## config.mk

```make
export PLATFORM = sky130hd
export DESIGN_NAME = sqf_top
export DESIGN_NICKNAME = d
export VERILOG_FILES = /design/src/verilog/sqf_pkg.sv /design/src/verilog/sqf_top.sv /design/src/verilog/sqf_word_queue.sv
export SDC_FILE = /design/constraint.sdc
export NUM_CORES = 1
export LEC_CHECK = 0
export BUFFER_PORTS_ARGS = -buffer_cell sky130_fd_sc_hd__buf_2
export CAP_MARGIN = 20
export CORE_MARGIN = 1
export CORE_UTILIZATION = 24
export DETAILED_ROUTE_END_ITERATION = 7
export PLACE_DENSITY = 0.41
export SLEW_MARGIN = 20
export SYNTH_ARGS = -nofsm -noshare
export SYNTH_HDL_FRONTEND = slang
export SYNTH_SLANG_ARGS = --single-unit
```

## constraint.sdc

```tcl
create_clock -name i_clk -period 3 [get_ports i_clk]
set_input_delay 0.3 -clock i_clk [delete_from_list [all_inputs] [get_ports i_clk]]
set_output_delay 0.3 -clock i_clk [all_outputs]
set_load 0.01 [all_outputs]
```

## src/verilog/sqf_pkg.sv

```systemverilog
// shared constants and types for the serial queue and flag block
package sqf_pkg;

  ////////////////////////////////////////////////////////////////////////////
  // word sizing
  localparam int QUEUE_DEPTH   = 4;
  localparam int PTR_W         = 2;
  localparam int CNT_W         = 3;
  localparam int WORD_BITS_DEF = 8;
  localparam int WORD_BITS_MIN = 3;
  localparam int WORD_BITS_MAX = 16;
  localparam int NARROW_PATH   = 8;
  localparam int WIDE_PATH     = 16;
  localparam int BIT_CNT_W     = 5;

  ////////////////////////////////////////////////////////////////////////////
  // register byte addresses
  localparam logic [7:0] ADR_STATUS = 8'h00;
  localparam logic [7:0] ADR_MASK   = 8'h04;
  localparam logic [7:0] ADR_TXDATA = 8'h08;
  localparam logic [7:0] ADR_RXDATA = 8'h0C;

  ////////////////////////////////////////////////////////////////////////////
  // receive flag layout and reset values
  localparam int         FLAG_FULL     = 0;
  localparam int         FLAG_HAS_DATA = 1;
  localparam int         FLAG_OVERFLOW = 2;
  localparam int         FLAG_W        = 3;
  localparam logic [2:0] MASK_RESET    = 3'h0;
  localparam logic       STICKY_RESET  = 1'h0;

  typedef struct packed {
    logic overflow;
    logic has_data;
    logic full;
  } sqf_rx_flags_type;

  typedef struct packed {
    logic        cyc;
    logic        stb;
    logic        we;
    logic [7:0]  adr;
    logic [3:0]  sel;
    logic [31:0] dat;
  } sqf_wb_req_type;

endpackage

```

## src/verilog/sqf_top.sv

```systemverilog
// serial master word queues, receive flags, interrupt and wishbone slave
`timescale 1ns/1ps
`default_nettype none
module sqf_top #(
  parameter int WORD_BITS = sqf_pkg::WORD_BITS_DEF
) (
  // clock and reset
  input  wire logic                   i_clk,
  input  wire logic                   i_reset,
  // wishbone slave
  input  wire sqf_pkg::sqf_wb_req_type i_wb,
  output logic                        o_wb_ack,
  output logic [31:0]                 o_wb_dat,
  // interrupt
  output logic                        o_irq,
  // serial link
  input  wire logic                   i_bit_clk,
  input  wire logic                   i_miso,
  output logic                        o_sclk,
  output logic                        o_mosi,
  output logic                        o_ss_n
);
  import sqf_pkg::*;

  // path width picked at build time from the word length
  localparam int DATA_W = (WORD_BITS <= NARROW_PATH) ? NARROW_PATH
                                                     : WIDE_PATH;

  typedef enum logic [1:0] {
    ST_IDLE  = 2'b01,
    ST_SHIFT = 2'b10
  } sqf_state_type;

  ////////////////////////////////////////////////////////////////////////////
  // declarations
  logic                  bclk_s1_q;
  logic                  bclk_s2_q;
  logic                  bclk_prev_q;
  logic                  miso_s1_q;
  logic                  miso_s2_q;
  logic                  tick;

  sqf_state_type         st_q;
  logic [WORD_BITS-1:0]  tx_sh_q;
  logic [WORD_BITS-1:0]  rx_sh_q;
  logic [BIT_CNT_W-1:0]  bit_cnt_q;
  logic                  word_end;

  logic                  req;
  logic                  tx_push;
  logic                  tx_pop;
  logic [DATA_W-1:0]     tx_data;
  logic [CNT_W-1:0]      tx_count;
  logic                  tx_full;
  logic                  tx_empty;
  logic                  rx_push;
  logic                  rx_pop;
  logic [DATA_W-1:0]     rx_data;
  logic [CNT_W-1:0]      rx_count;
  logic                  rx_full;
  logic                  rx_empty;

  logic                  stat_rd;
  logic                  ovf_evt;
  logic                  ovf_q;
  logic [FLAG_W-1:0]     mask_q;
  sqf_rx_flags_type      flags;

  function automatic logic hit(input logic [7:0] adr,
                               input logic [7:0] reg_adr);
    hit = (adr == reg_adr);
  endfunction

  ////////////////////////////////////////////////////////////////////////////
  // link input synchronisers
  always_ff @(posedge i_clk or posedge i_reset) begin
    if (i_reset) begin
      bclk_s1_q   <= 1'b0;
      bclk_s2_q   <= 1'b0;
      bclk_prev_q <= 1'b0;
      miso_s1_q   <= 1'b0;
      miso_s2_q   <= 1'b0;
    end else begin
      bclk_s1_q   <= i_bit_clk;
      bclk_s2_q   <= bclk_s1_q;
      bclk_prev_q <= bclk_s2_q;
      miso_s1_q   <= i_miso;
      miso_s2_q   <= miso_s1_q;
    end
  end

  // one step per bit clock rise, so the bit rate is half that clock
  assign tick = bclk_s2_q & ~bclk_prev_q;

  ////////////////////////////////////////////////////////////////////////////
  // queues
  sqf_word_queue #(.WIDTH(DATA_W)) u_tx_queue (
    .i_clk   (i_clk),
    .i_reset (i_reset),
    .i_push  (tx_push),
    .i_data  (i_wb.dat[DATA_W-1:0]),
    .i_pop   (tx_pop),
    .o_data  (tx_data),
    .o_count (tx_count),
    .o_full  (tx_full),
    .o_empty (tx_empty)
  );

  sqf_word_queue #(.WIDTH(DATA_W)) u_rx_queue (
    .i_clk   (i_clk),
    .i_reset (i_reset),
    .i_push  (rx_push),
    .i_data  (DATA_W'(rx_sh_q)),
    .i_pop   (rx_pop),
    .o_data  (rx_data),
    .o_count (rx_count),
    .o_full  (rx_full),
    .o_empty (rx_empty)
  );

  ////////////////////////////////////////////////////////////////////////////
  // shift engine, mode 0: drive on sclk fall, sample on rise
  assign word_end = tick & o_sclk & (st_q == ST_SHIFT)
                  & (bit_cnt_q == BIT_CNT_W'(WORD_BITS));
  // a word starts from idle, or follows at once while words remain
  assign tx_pop   = ~tx_empty & tick
                  & ((st_q == ST_IDLE) | word_end);
  assign rx_push  = word_end;
  assign ovf_evt  = rx_push & rx_full;

  always_ff @(posedge i_clk or posedge i_reset) begin
    if (i_reset) begin
      st_q      <= ST_IDLE;
      o_sclk    <= 1'b0;
      o_mosi    <= 1'b0;
      o_ss_n    <= 1'b1;
      tx_sh_q   <= '0;
      rx_sh_q   <= '0;
      bit_cnt_q <= '0;
    end else begin
      unique case (st_q)
        ST_IDLE: begin
          if (tx_pop) begin
            st_q      <= ST_SHIFT;
            o_ss_n    <= 1'b0;
            tx_sh_q   <= tx_data[WORD_BITS-1:0];
            o_mosi    <= tx_data[WORD_BITS-1];
            bit_cnt_q <= '0;
          end
        end
        ST_SHIFT: begin
          if (tick && !o_sclk) begin
            o_sclk    <= 1'b1;
            rx_sh_q   <= {rx_sh_q[WORD_BITS-2:0], miso_s2_q};
            bit_cnt_q <= bit_cnt_q + BIT_CNT_W'(1);
          end else if (tick) begin
            o_sclk <= 1'b0;
            if (tx_pop) begin
              tx_sh_q   <= tx_data[WORD_BITS-1:0];
              o_mosi    <= tx_data[WORD_BITS-1];
              bit_cnt_q <= '0;
            end else if (word_end) begin
              // queue drained: release select and wait for data
              st_q   <= ST_IDLE;
              o_ss_n <= 1'b1;
            end else begin
              tx_sh_q <= {tx_sh_q[WORD_BITS-2:0], 1'b0};
              o_mosi  <= tx_sh_q[WORD_BITS-2];
            end
          end
        end
      endcase
    end
  end

  ////////////////////////////////////////////////////////////////////////////
  // wishbone slave: one wait state, every address acknowledged
  assign req     = i_wb.cyc & i_wb.stb & ~o_wb_ack;
  // processor and dma both reach the queue through this one decode
  assign tx_push = req & i_wb.we & hit(i_wb.adr, ADR_TXDATA)
                 & (|i_wb.sel);
  assign rx_pop  = req & ~i_wb.we & hit(i_wb.adr, ADR_RXDATA);
  assign stat_rd = req & ~i_wb.we & hit(i_wb.adr, ADR_STATUS);

  // live flags full and has_data are plain decodes of the queue state; overflow comes from the sticky ovf_q
  assign flags.full     = rx_full;
  assign flags.has_data = ~rx_empty;
  assign flags.overflow = ovf_q;

  always_ff @(posedge i_clk or posedge i_reset) begin
    if (i_reset) begin
      o_wb_ack <= 1'b0;
      o_wb_dat <= '0;
    end else begin
      o_wb_ack <= req;
      o_wb_dat <= '0;
      if (req && !i_wb.we) begin
        unique case (1'b1)
          hit(i_wb.adr, ADR_STATUS): o_wb_dat <= 32'(flags);
          hit(i_wb.adr, ADR_MASK):   o_wb_dat <= 32'(mask_q);
          hit(i_wb.adr, ADR_RXDATA): o_wb_dat <= 32'(rx_data);
          default:                   o_wb_dat <= '0;
        endcase
      end
    end
  end

  // mask register; status has no write path at all
  always_ff @(posedge i_clk or posedge i_reset) begin
    if (i_reset) begin
      mask_q <= MASK_RESET;
    end else if (req && i_wb.we && hit(i_wb.adr, ADR_MASK)
                 && i_wb.sel[0]) begin
      mask_q <= i_wb.dat[FLAG_W-1:0];
    end
  end

  ////////////////////////////////////////////////////////////////////////////
  // sticky overflow: a new event in the clearing read's cycle survives
  always_ff @(posedge i_clk or posedge i_reset) begin
    if (i_reset) begin
      ovf_q <= STICKY_RESET;
    end else begin
      ovf_q <= ovf_evt | (ovf_q & ~stat_rd);
    end
  end

  // interrupt lags the flags by one cycle to come from a flop
  always_ff @(posedge i_clk or posedge i_reset) begin
    if (i_reset) begin
      o_irq <= 1'b0;
    end else begin
      o_irq <= |(FLAG_W'(flags) & mask_q);
    end
  end
endmodule
`default_nettype wire

```

## src/verilog/sqf_word_queue.sv

```systemverilog
// four-entry word queue used for both transmit and receive
`timescale 1ns/1ps
`default_nettype none
module sqf_word_queue #(
  parameter int WIDTH = 8
) (
  // clock and reset
  input  wire logic                      i_clk,
  input  wire logic                      i_reset,
  // fill side
  input  wire logic                      i_push,
  input  wire logic [WIDTH-1:0]          i_data,
  // drain side
  input  wire logic                      i_pop,
  output logic      [WIDTH-1:0]          o_data,
  // state
  output logic      [sqf_pkg::CNT_W-1:0] o_count,
  output logic                           o_full,
  output logic                           o_empty
);
  import sqf_pkg::*;

  logic [WIDTH-1:0] mem_q [QUEUE_DEPTH];
  logic [PTR_W-1:0] wr_q;
  logic [PTR_W-1:0] rd_q;
  logic [CNT_W-1:0] cnt_q;
  logic             push_ok;
  logic             pop_ok;

  assign o_full  = (cnt_q == CNT_W'(QUEUE_DEPTH));
  assign o_empty = (cnt_q == '0);
  assign o_count = cnt_q;
  assign o_data  = mem_q[rd_q];
  // a push into a full queue is dropped, old words stay
  assign push_ok = i_push & ~o_full;
  assign pop_ok  = i_pop & ~o_empty;

  ////////////////////////////////////////////////////////////////////////////
  // storage has no reset; only the pointers define content
  always_ff @(posedge i_clk) begin
    if (push_ok) begin
      mem_q[wr_q] <= i_data;
    end
  end

  always_ff @(posedge i_clk or posedge i_reset) begin
    if (i_reset) begin
      wr_q  <= '0;
      rd_q  <= '0;
      cnt_q <= '0;
    end else begin
      if (push_ok) begin
        wr_q <= wr_q + PTR_W'(1);
      end
      if (pop_ok) begin
        rd_q <= rd_q + PTR_W'(1);
      end
      cnt_q <= cnt_q + CNT_W'(push_ok) - CNT_W'(pop_ok);
    end
  end
endmodule
`default_nettype wire

```

; ---- Word level (Yosys, flattened, before mapping)
; Memories as Yosys holds them, arrays and structs flattened.
; Cells that the tools add are included.
[word_totals]
register_bits = 82
mem_bits_rw = 64
inputBits = 51
out_inout_bits = 37
elab_cells = 133
mem_count = 2
[memory_table]
columns = memory, words, word_bits, read_ports, rd_ports_with_merged_regs, write_ports, line
row1 = u_rx_queue.mem_q, 4, 8, 1, 0, 1, sqf_word_queue.sv:23  ; logic [WIDTH-1:0] mem_q [QUEUE_DEPTH];
row2 = u_tx_queue.mem_q, 4, 8, 1, 0, 1, sqf_word_queue.sv:23
[classes]
n_addsub = 9
eq_ne = 15
mux = 36
bitwise = 31
reduce_logical = 17
[op_table]
columns = cell, count
row1 = 7-bit 2-to-1 mux, 5
row2 = 32-bit 2-to-1 mux, 1
row3 = 8-bit case mux with 3 select lines, 1
row4 = 1-bit bitwise AND, 20
row5 = "8-bit by 4-bit == test with 1-bit output, second input constant", 2
row6 = 1-bit 2-to-1 mux, 16
row7 = 5-bit 2-to-1 mux, 3
row8 = 7-bit case mux with 2 select lines, 1
row9 = 2-bit 2-to-1 mux, 5
row10 = 5-bit case mux with 2 select lines, 1
row11 = "2-bit by 1-bit adder with 2-bit output, second input constant", 4
row12 = "8-bit by 3-bit == test with 1-bit output, second input constant", 1
row13 = 8-bit zero test, 1
row14 = "2-bit != test, second input constant", 4
row15 = 1-bit inverter, 8
row16 = 3-bit by 1-bit adder with 3-bit output, 2
row17 = "3-bit == test, second input constant", 2
row18 = 3-bit zero test, 2
row19 = "3-bit by 2-bit != test with 1-bit output, second input constant", 2
row20 = 3-bit by 1-bit subtractor with 3-bit output, 2
row21 = "5-bit by 1-bit adder with 5-bit output, second input constant", 1
row22 = "5-bit by 4-bit == test with 1-bit output, second input constant", 1
row23 = 1-bit logical AND, 5
row24 = 5-bit AND reduction, 1
row25 = other kinds (13), 17

; ---- Longest topological paths before layout
[logic_depth]
depth_word = 11
depth_mapped = 12
mapped_depth_nobuf = 12

; ---- Modules after synthesis
; A second synthesis with hierarchy kept.
[unflattened]
cells_unflattened = 342
hier_area_um2 = 5353.9
[by_module_without_submodules]
columns = module, n_inst, cells_each, area_each_um2, seq_area_each_um2
row1 = sqf_word_queue, 2, 84, 1626.6, 1136.1
row2 = sqf_top, 1, 174, 2100.8, 1077.3

; ---- Worst setup path before layout
; No wires, ideal clock.
[synth_timing]
path_type = flip-flop to flip-flop
startpoint = register bit_cnt_q[0]
endpoint = register u_tx_queue.cnt_q[2] (netlist: u_tx_queue.o_count[2])
setup_ns = 0.126
arrival_time_ns = 2.218
required_ns = 2.874
slack_ns = 0.656
path_stages_with_launch = 13
n_path_buf = 0
period_less_slack_ns = 2.344
cell_sequence = dfrtp_1 -> inv_1 -> ha_1 -> nand4b_4 -> nor3b_1 -> o21a_1 -> ha_1 -> inv_1 -> ha_1 -> inv_1 -> fa_1 -> xnor2_1 -> xnor2_1
[synth_via]
elab_chain_len = 6
[synth_rtl]
columns = element, line
row1 = start: declaration, sqf_top.sv:46  ; logic [BIT_CNT_W-1:0] bit_cnt_q;
row2 = start signal: assignment, sqf_top.sv:155  ; bit_cnt_q <= bit_cnt_q + BIT_CNT_W'(1);
row3 = 5-bit by 4-bit == test with 1-bit output, sqf_top.sv:124  ; & (bit_cnt_q == BIT_CNT_W'(WORD_BITS));
row4 = 1-bit bitwise AND, sqf_top.sv:124
row5 = 1-bit bitwise OR, sqf_top.sv:127  ; & ((st_q == ST_IDLE) | word_end);
row6 = 1-bit bitwise AND, sqf_top.sv:127
row7 = 1-bit bitwise AND, sqf_word_queue.sv:36  ; assign pop_ok = i_pop & ~o_empty;
row8 = named net u_tx_queue.pop_ok, sqf_word_queue.sv:28  ; logic pop_ok;
row9 = 3-bit by 1-bit subtractor with 3-bit output, sqf_word_queue.sv:58  ; cnt_q <= cnt_q + CNT_W'(push_ok) - CNT_W'(pop_ok);
row10 = end signal: assignment, sqf_word_queue.sv:58
row11 = end: declaration, sqf_word_queue.sv:26  ; logic [CNT_W-1:0] cnt_q;
; The timed path passes the listed nets, and every way through them passes these cells.
; A chain may end at the register's enable or synchronous reset.

; ---- Worst setup path in the final report
[layout_timing]
startpoint = register bit_cnt_q[1]
endpoint = memory u_rx_queue.mem_q[0][7], enable pin
[layout_via]
elab_chain_len = 5
[layout_rtl]
columns = element, line
row1 = 5-bit by 4-bit == test with 1-bit output, sqf_top.sv:124
row2 = 1-bit bitwise AND, sqf_top.sv:124
row3 = 1-bit bitwise AND, sqf_word_queue.sv:35  ; assign push_ok = i_push & ~o_full;
row4 = named net u_rx_queue.push_ok, sqf_word_queue.sv:27  ; logic push_ok;
row5 = 1-bit 2-to-1 mux, sqf_word_queue.sv:41  ; if (push_ok) begin
row6 = 1-bit 2-to-1 mux (not written as such), sqf_word_queue.sv:42  ; mem_q[wr_q] <= i_data;
row7 = end: declaration, sqf_word_queue.sv:23
; The timed path passes the listed nets, and every way through them passes these cells.

==> results <==
- The number of max-cap violations is 0.
- The DRC violation total after the first TritonRoute iteration is 114.
- Of all nets on the critical path, the largest fanout is 8.
- Measured against its own limit, the worst slew margin works out to 0.503.
- The synthesized design contains 64 enable-type register cells.
- The TritonCTS clock tree is done.
- The final critical-path required period is 2.51 ns.
- Fill cells in the final layout number 2082.
- The multi-input gate area in the final layout is between 0.0015 and 0.002 sq mm.
- The post-synthesis instance area is roughly 0.0052 sq mm.
- The first global-routing pass estimated 16.1 mm of wire.
- The final core area utilization is 0.299.
- The largest total area in the synthesized netlist belongs to sky130_fd_sc_hd__edfxtp_1.
- The main flop type after synthesis is sky130_fd_sc_hd__edfxtp_1.
- The number of levels in the clock H-tree is 4.
- The total routing resource utilization after global routing is 0.0996.
- The sequential area share after synthesis is 0.642.
- The clock sink count is ~120.
- The number of setup violations in the final report is 0.
- The power per cell area is about 730 mW/mm^2.
- The chip height is 149 um.
- In this run, synthesis produced a sequential element count of between 100 and 150.
- For this configuration, the core starts out at a cell density of 0.247.
- Using the TritonRoute via totals, the vias-per-cell ratio works out to approximately 4.0.
- In this run the core area contains 53 standard-cell rows.
- The top cell type's share of synthesized area is 0.368.
- In this run the static leakage power is between 2 and 3 nW.
- The critical path arrival is roughly 2.6 ns.
- The via count of the first global-routing pass is 2921.
- The final total negative setup slack is 0 ns.
- The DRC violation count after routing is 0.
- Of all flip-flops after synthesis, the portion carrying an async set or reset was 0.471.
- Yosys mapped the design onto 47 distinct sky130hd cell types.
- The die covers 0.0223 sq mm.
- Wires add up to between 9 and 10 mm.
- The congestion estimate from routability-driven global placement came to 0.709.
- In this run the post-CTS setup repair buffer count came out at 0.
- Pin placement for this block handled 88 I/O pins.
- The share of total power dissipated in combinational logic is 0.095.
- The die is around 150 um wide.
- The number of endpoints with negative hold slack in the final report is 0.
- IR analysis of the VDD net gives a maximum drop of between 0.0003 and 0.0004 V.
- The worst clock skew on the final layout is 0.00627 ns.
- The post-detailed-route wirelength per cell is 14.7 um.
- The number of antenna diodes in the final layout is 0.
- The half-perimeter wire length after detailed placement is ~6.8 mm.
- The portion of the clock cycle consumed by the worst path in the final layout is 0.838.
- Yosys attributes the largest share of cell area to sky130_fd_sc_hd__edfxtp_1 37%, sky130_fd_sc_hd__dfrtp_1 27%, sky130_fd_sc_hd__mux4_2 6.9%.
- Clock-pin slew was measured on the worst setup and hold paths at around 0.060 ns.
- The design draws approximately 4.6 mW.
- The worst setup path is of the reg2reg kind.
- The number of max-slew violations in the final report is 0.
- The cell count after synthesis is 328.
- The initial antenna violation count is 0.
- Entering global routing, the biggest net connects 28 pins.
- By count the netlist is led by 64 x sky130_fd_sc_hd__edfxtp_1, 56 x sky130_fd_sc_hd__dfrtp_1, 31 x sky130_fd_sc_hd__mux2_2, 24 x sky130_fd_sc_hd__buf_4, 18 x sky130_fd_sc_hd__inv_1.
- The flow ran to the end, and the final reports show no timing, DRC or antenna violations.
- Before antenna repair, the detailed router went through 4 iterations.
- The worst setup path is captured at a flop.
- The remaining antenna violation count is 0.
- The sequential cell area is approximately 0.0033 sq mm.
- The fmax is about 0.4 GHz.
- The worst hold path belongs to the class in2reg.
- The clock passes through at most 2 buffers.
- Clock tree synthesis selected as its root buffer the cell sky130_fd_sc_hd__clkbuf_16.
- In this run the power spent charging and discharging nets is 1.11 mW.
- The worst setup path is launched from a flop.
- The fraction of final layout cells with drive strength greater than 1 is 0.332.
- The pin slew with the least headroom to its limit is roughly 0.75 ns.
- The via count is roughly 2700.
- Buffers placed on the I/O ports in this run total 39.
- Post-CTS repair changed the size of 0 cells.
- For this run the aggregate overflow at the end of global routing stands at 0.
- The floorplan step defined a core boundary enclosing between 0.02 and 0.025 sq mm.
- Internal power comes to 3.48 mW.
- Setup repair after global routing left no endpoint under its margin.
- TritonCTS created 17 clock buffers.
- The mean cell area of the mapped netlist is 15.9 sq um.
- The total of warnings raised by yosys is 0.
- From synthesis to final layout, the design area changed by 21.1%.
- At the later pin of the worst-skew pair, clock insertion delay measures slightly above 0.4 ns.
- The net count reported at finish is approximately 450.
- The share of total power dissipated in sequential elements is 0.464.
- Hold repair after CTS inserted 3 buffers.
- The proportion of power drawn by the clock network is 0.441.
- The most common cell in the synthesized netlist is sky130_fd_sc_hd__edfxtp_1.
- The critical path required time is between 3 and 4 ns.
- Of the total power, the share spent switching nets is 0.242.
[kinds of logic (layout without fill, tap and decap cells)]
logic type	count (synthesis)	in the layout	share of synthesized area
flops	121	121	0.642
xor+xnor	13	13	0.0218
fa+ha+maj	16	16	0.0412
mux	49	49	0.140
buf+inv	52	99	0.0554
other cells	1	24	0.000719
simple gates	57	57	0.0674
compound gates	19	19	0.0319
[power groups by stage]
| stage | logic, mW | registers [mW] | clock network, mW |
|---|---|---|---|
| 3_5_place_dp | 0.438 | 2.17 | 0 |
| 3_3_place_gp | 0.427 | 2.16 | 0 |
| 5_1_grt | 0.482 | 2.17 | 2.15 |
| 2_1_floorplan | 0.363 | 2.11 | 0 |
| 4_1_cts | 0.444 | 2.14 | 2.08 |
| 6_report | 0.436 | 2.13 | 2.03 |
[final timing paths]
| kind | start | to | slack [ns] | depth (start not counted) |
|---|---|---|---|---|
| max in group asynchronous | i_reset | st_q[0] | 1.84 | 4 |
| min in group asynchronous | i_reset | bit_cnt_q[1] | 0.41 | 3 |
| max reg2reg | bit_cnt_q[1] | u_rx_queue.mem_q[0][7] | 0.49 | 6 |
| min reg2reg | miso_s1_q | miso_s2_q | 0.35 | 0 |
| min | i_wb[4] | u_tx_queue.mem_q[2][4] | 0.11 | 1 |
| max | bit_cnt_q[1] | u_rx_queue.mem_q[0][7] | 0.49 | 6 |
[worst max-delay path, cell delays in order, from the launching register on]
cell	delay, ns
sky130_fd_sc_hd__dfrtp_1	0.41
sky130_fd_sc_hd__inv_1	0.07
sky130_fd_sc_hd__ha_1	0.18
sky130_fd_sc_hd__nand4b_4	0.16
sky130_fd_sc_hd__nand2b_1	0.26
sky130_fd_sc_hd__nor3b_2	0.52
sky130_fd_sc_hd__and2_1	0.54
[layer usage]
| layer | global-route usage | wire length (um) | vias to the layer above |
|---|---|---|---|
| met5 | 0 | 0 | - |
| met1 | 0.127 | 4730 | 1349 |
| met3 | 0.0366 | 445 | 11 |
| met2 | 0.152 | 4540 | 67 |
| met4 | 0.0398 | 148 | 0 |
| li1 | - | - | 1270 |
[layout by cell type, fill, tap and decap left out, types with 5 or more instances in the layout]
cell type	count
sky130_fd_sc_hd__edfxtp_1	64
sky130_fd_sc_hd__dfrtp_1	56
sky130_fd_sc_hd__buf_2	39
sky130_fd_sc_hd__mux2_2	31
sky130_fd_sc_hd__conb_1	24
sky130_fd_sc_hd__clkbuf_16	20
sky130_fd_sc_hd__inv_1	17
sky130_fd_sc_hd__mux4_2	16
sky130_fd_sc_hd__ha_1	14
sky130_fd_sc_hd__nor2_1	9
sky130_fd_sc_hd__xnor2_1	9
sky130_fd_sc_hd__and2_1	9
sky130_fd_sc_hd__nor3_1	7
sky130_fd_sc_hd__nor2b_1	7
sky130_fd_sc_hd__buf_4	7
sky130_fd_sc_hd__clkinvlp_4	6
sky130_fd_sc_hd__nand2_1	5
[state kept, by name (all words and copies together), names as in the netlist, 3 cells and up]
signal and count:
u_tx_queue.mem_q 32, tx_sh_q 7, bit_cnt_q 5, rx_sh_q 8, o_wb_dat 8, u_rx_queue.mem_q 32
u_rx_queue.o_count 3, u_tx_queue.o_count 3, mask_q 3
[stage by stage]
stage          std cells  hold WS (ns)  area (sq um)  setup slack (ns)
4_1_cts              673        0.0812          6320             0.393
2_1_floorplan        351         0.331          5310             0.656
5_1_grt              673        0.0906          6320             0.289
6_report             673         0.108          6320             0.486
3_3_place_gp         638         0.312          5680             0.432
3_5_place_dp         638         0.315          5680             0.428
[cell type report]
cell class | count | area share
inverters | 18 | 0.0107
clock inverters | 12 | 0.0176
clock buffers | 20 | 0.0792
flip-flops and latches | 121 | 0.530
well taps | 275 | 0.0545
repair buffers | 49 | 0.0440
multi-input cells | 178 | 0.264
Note: power is estimated with default switching activity, not from simulation.
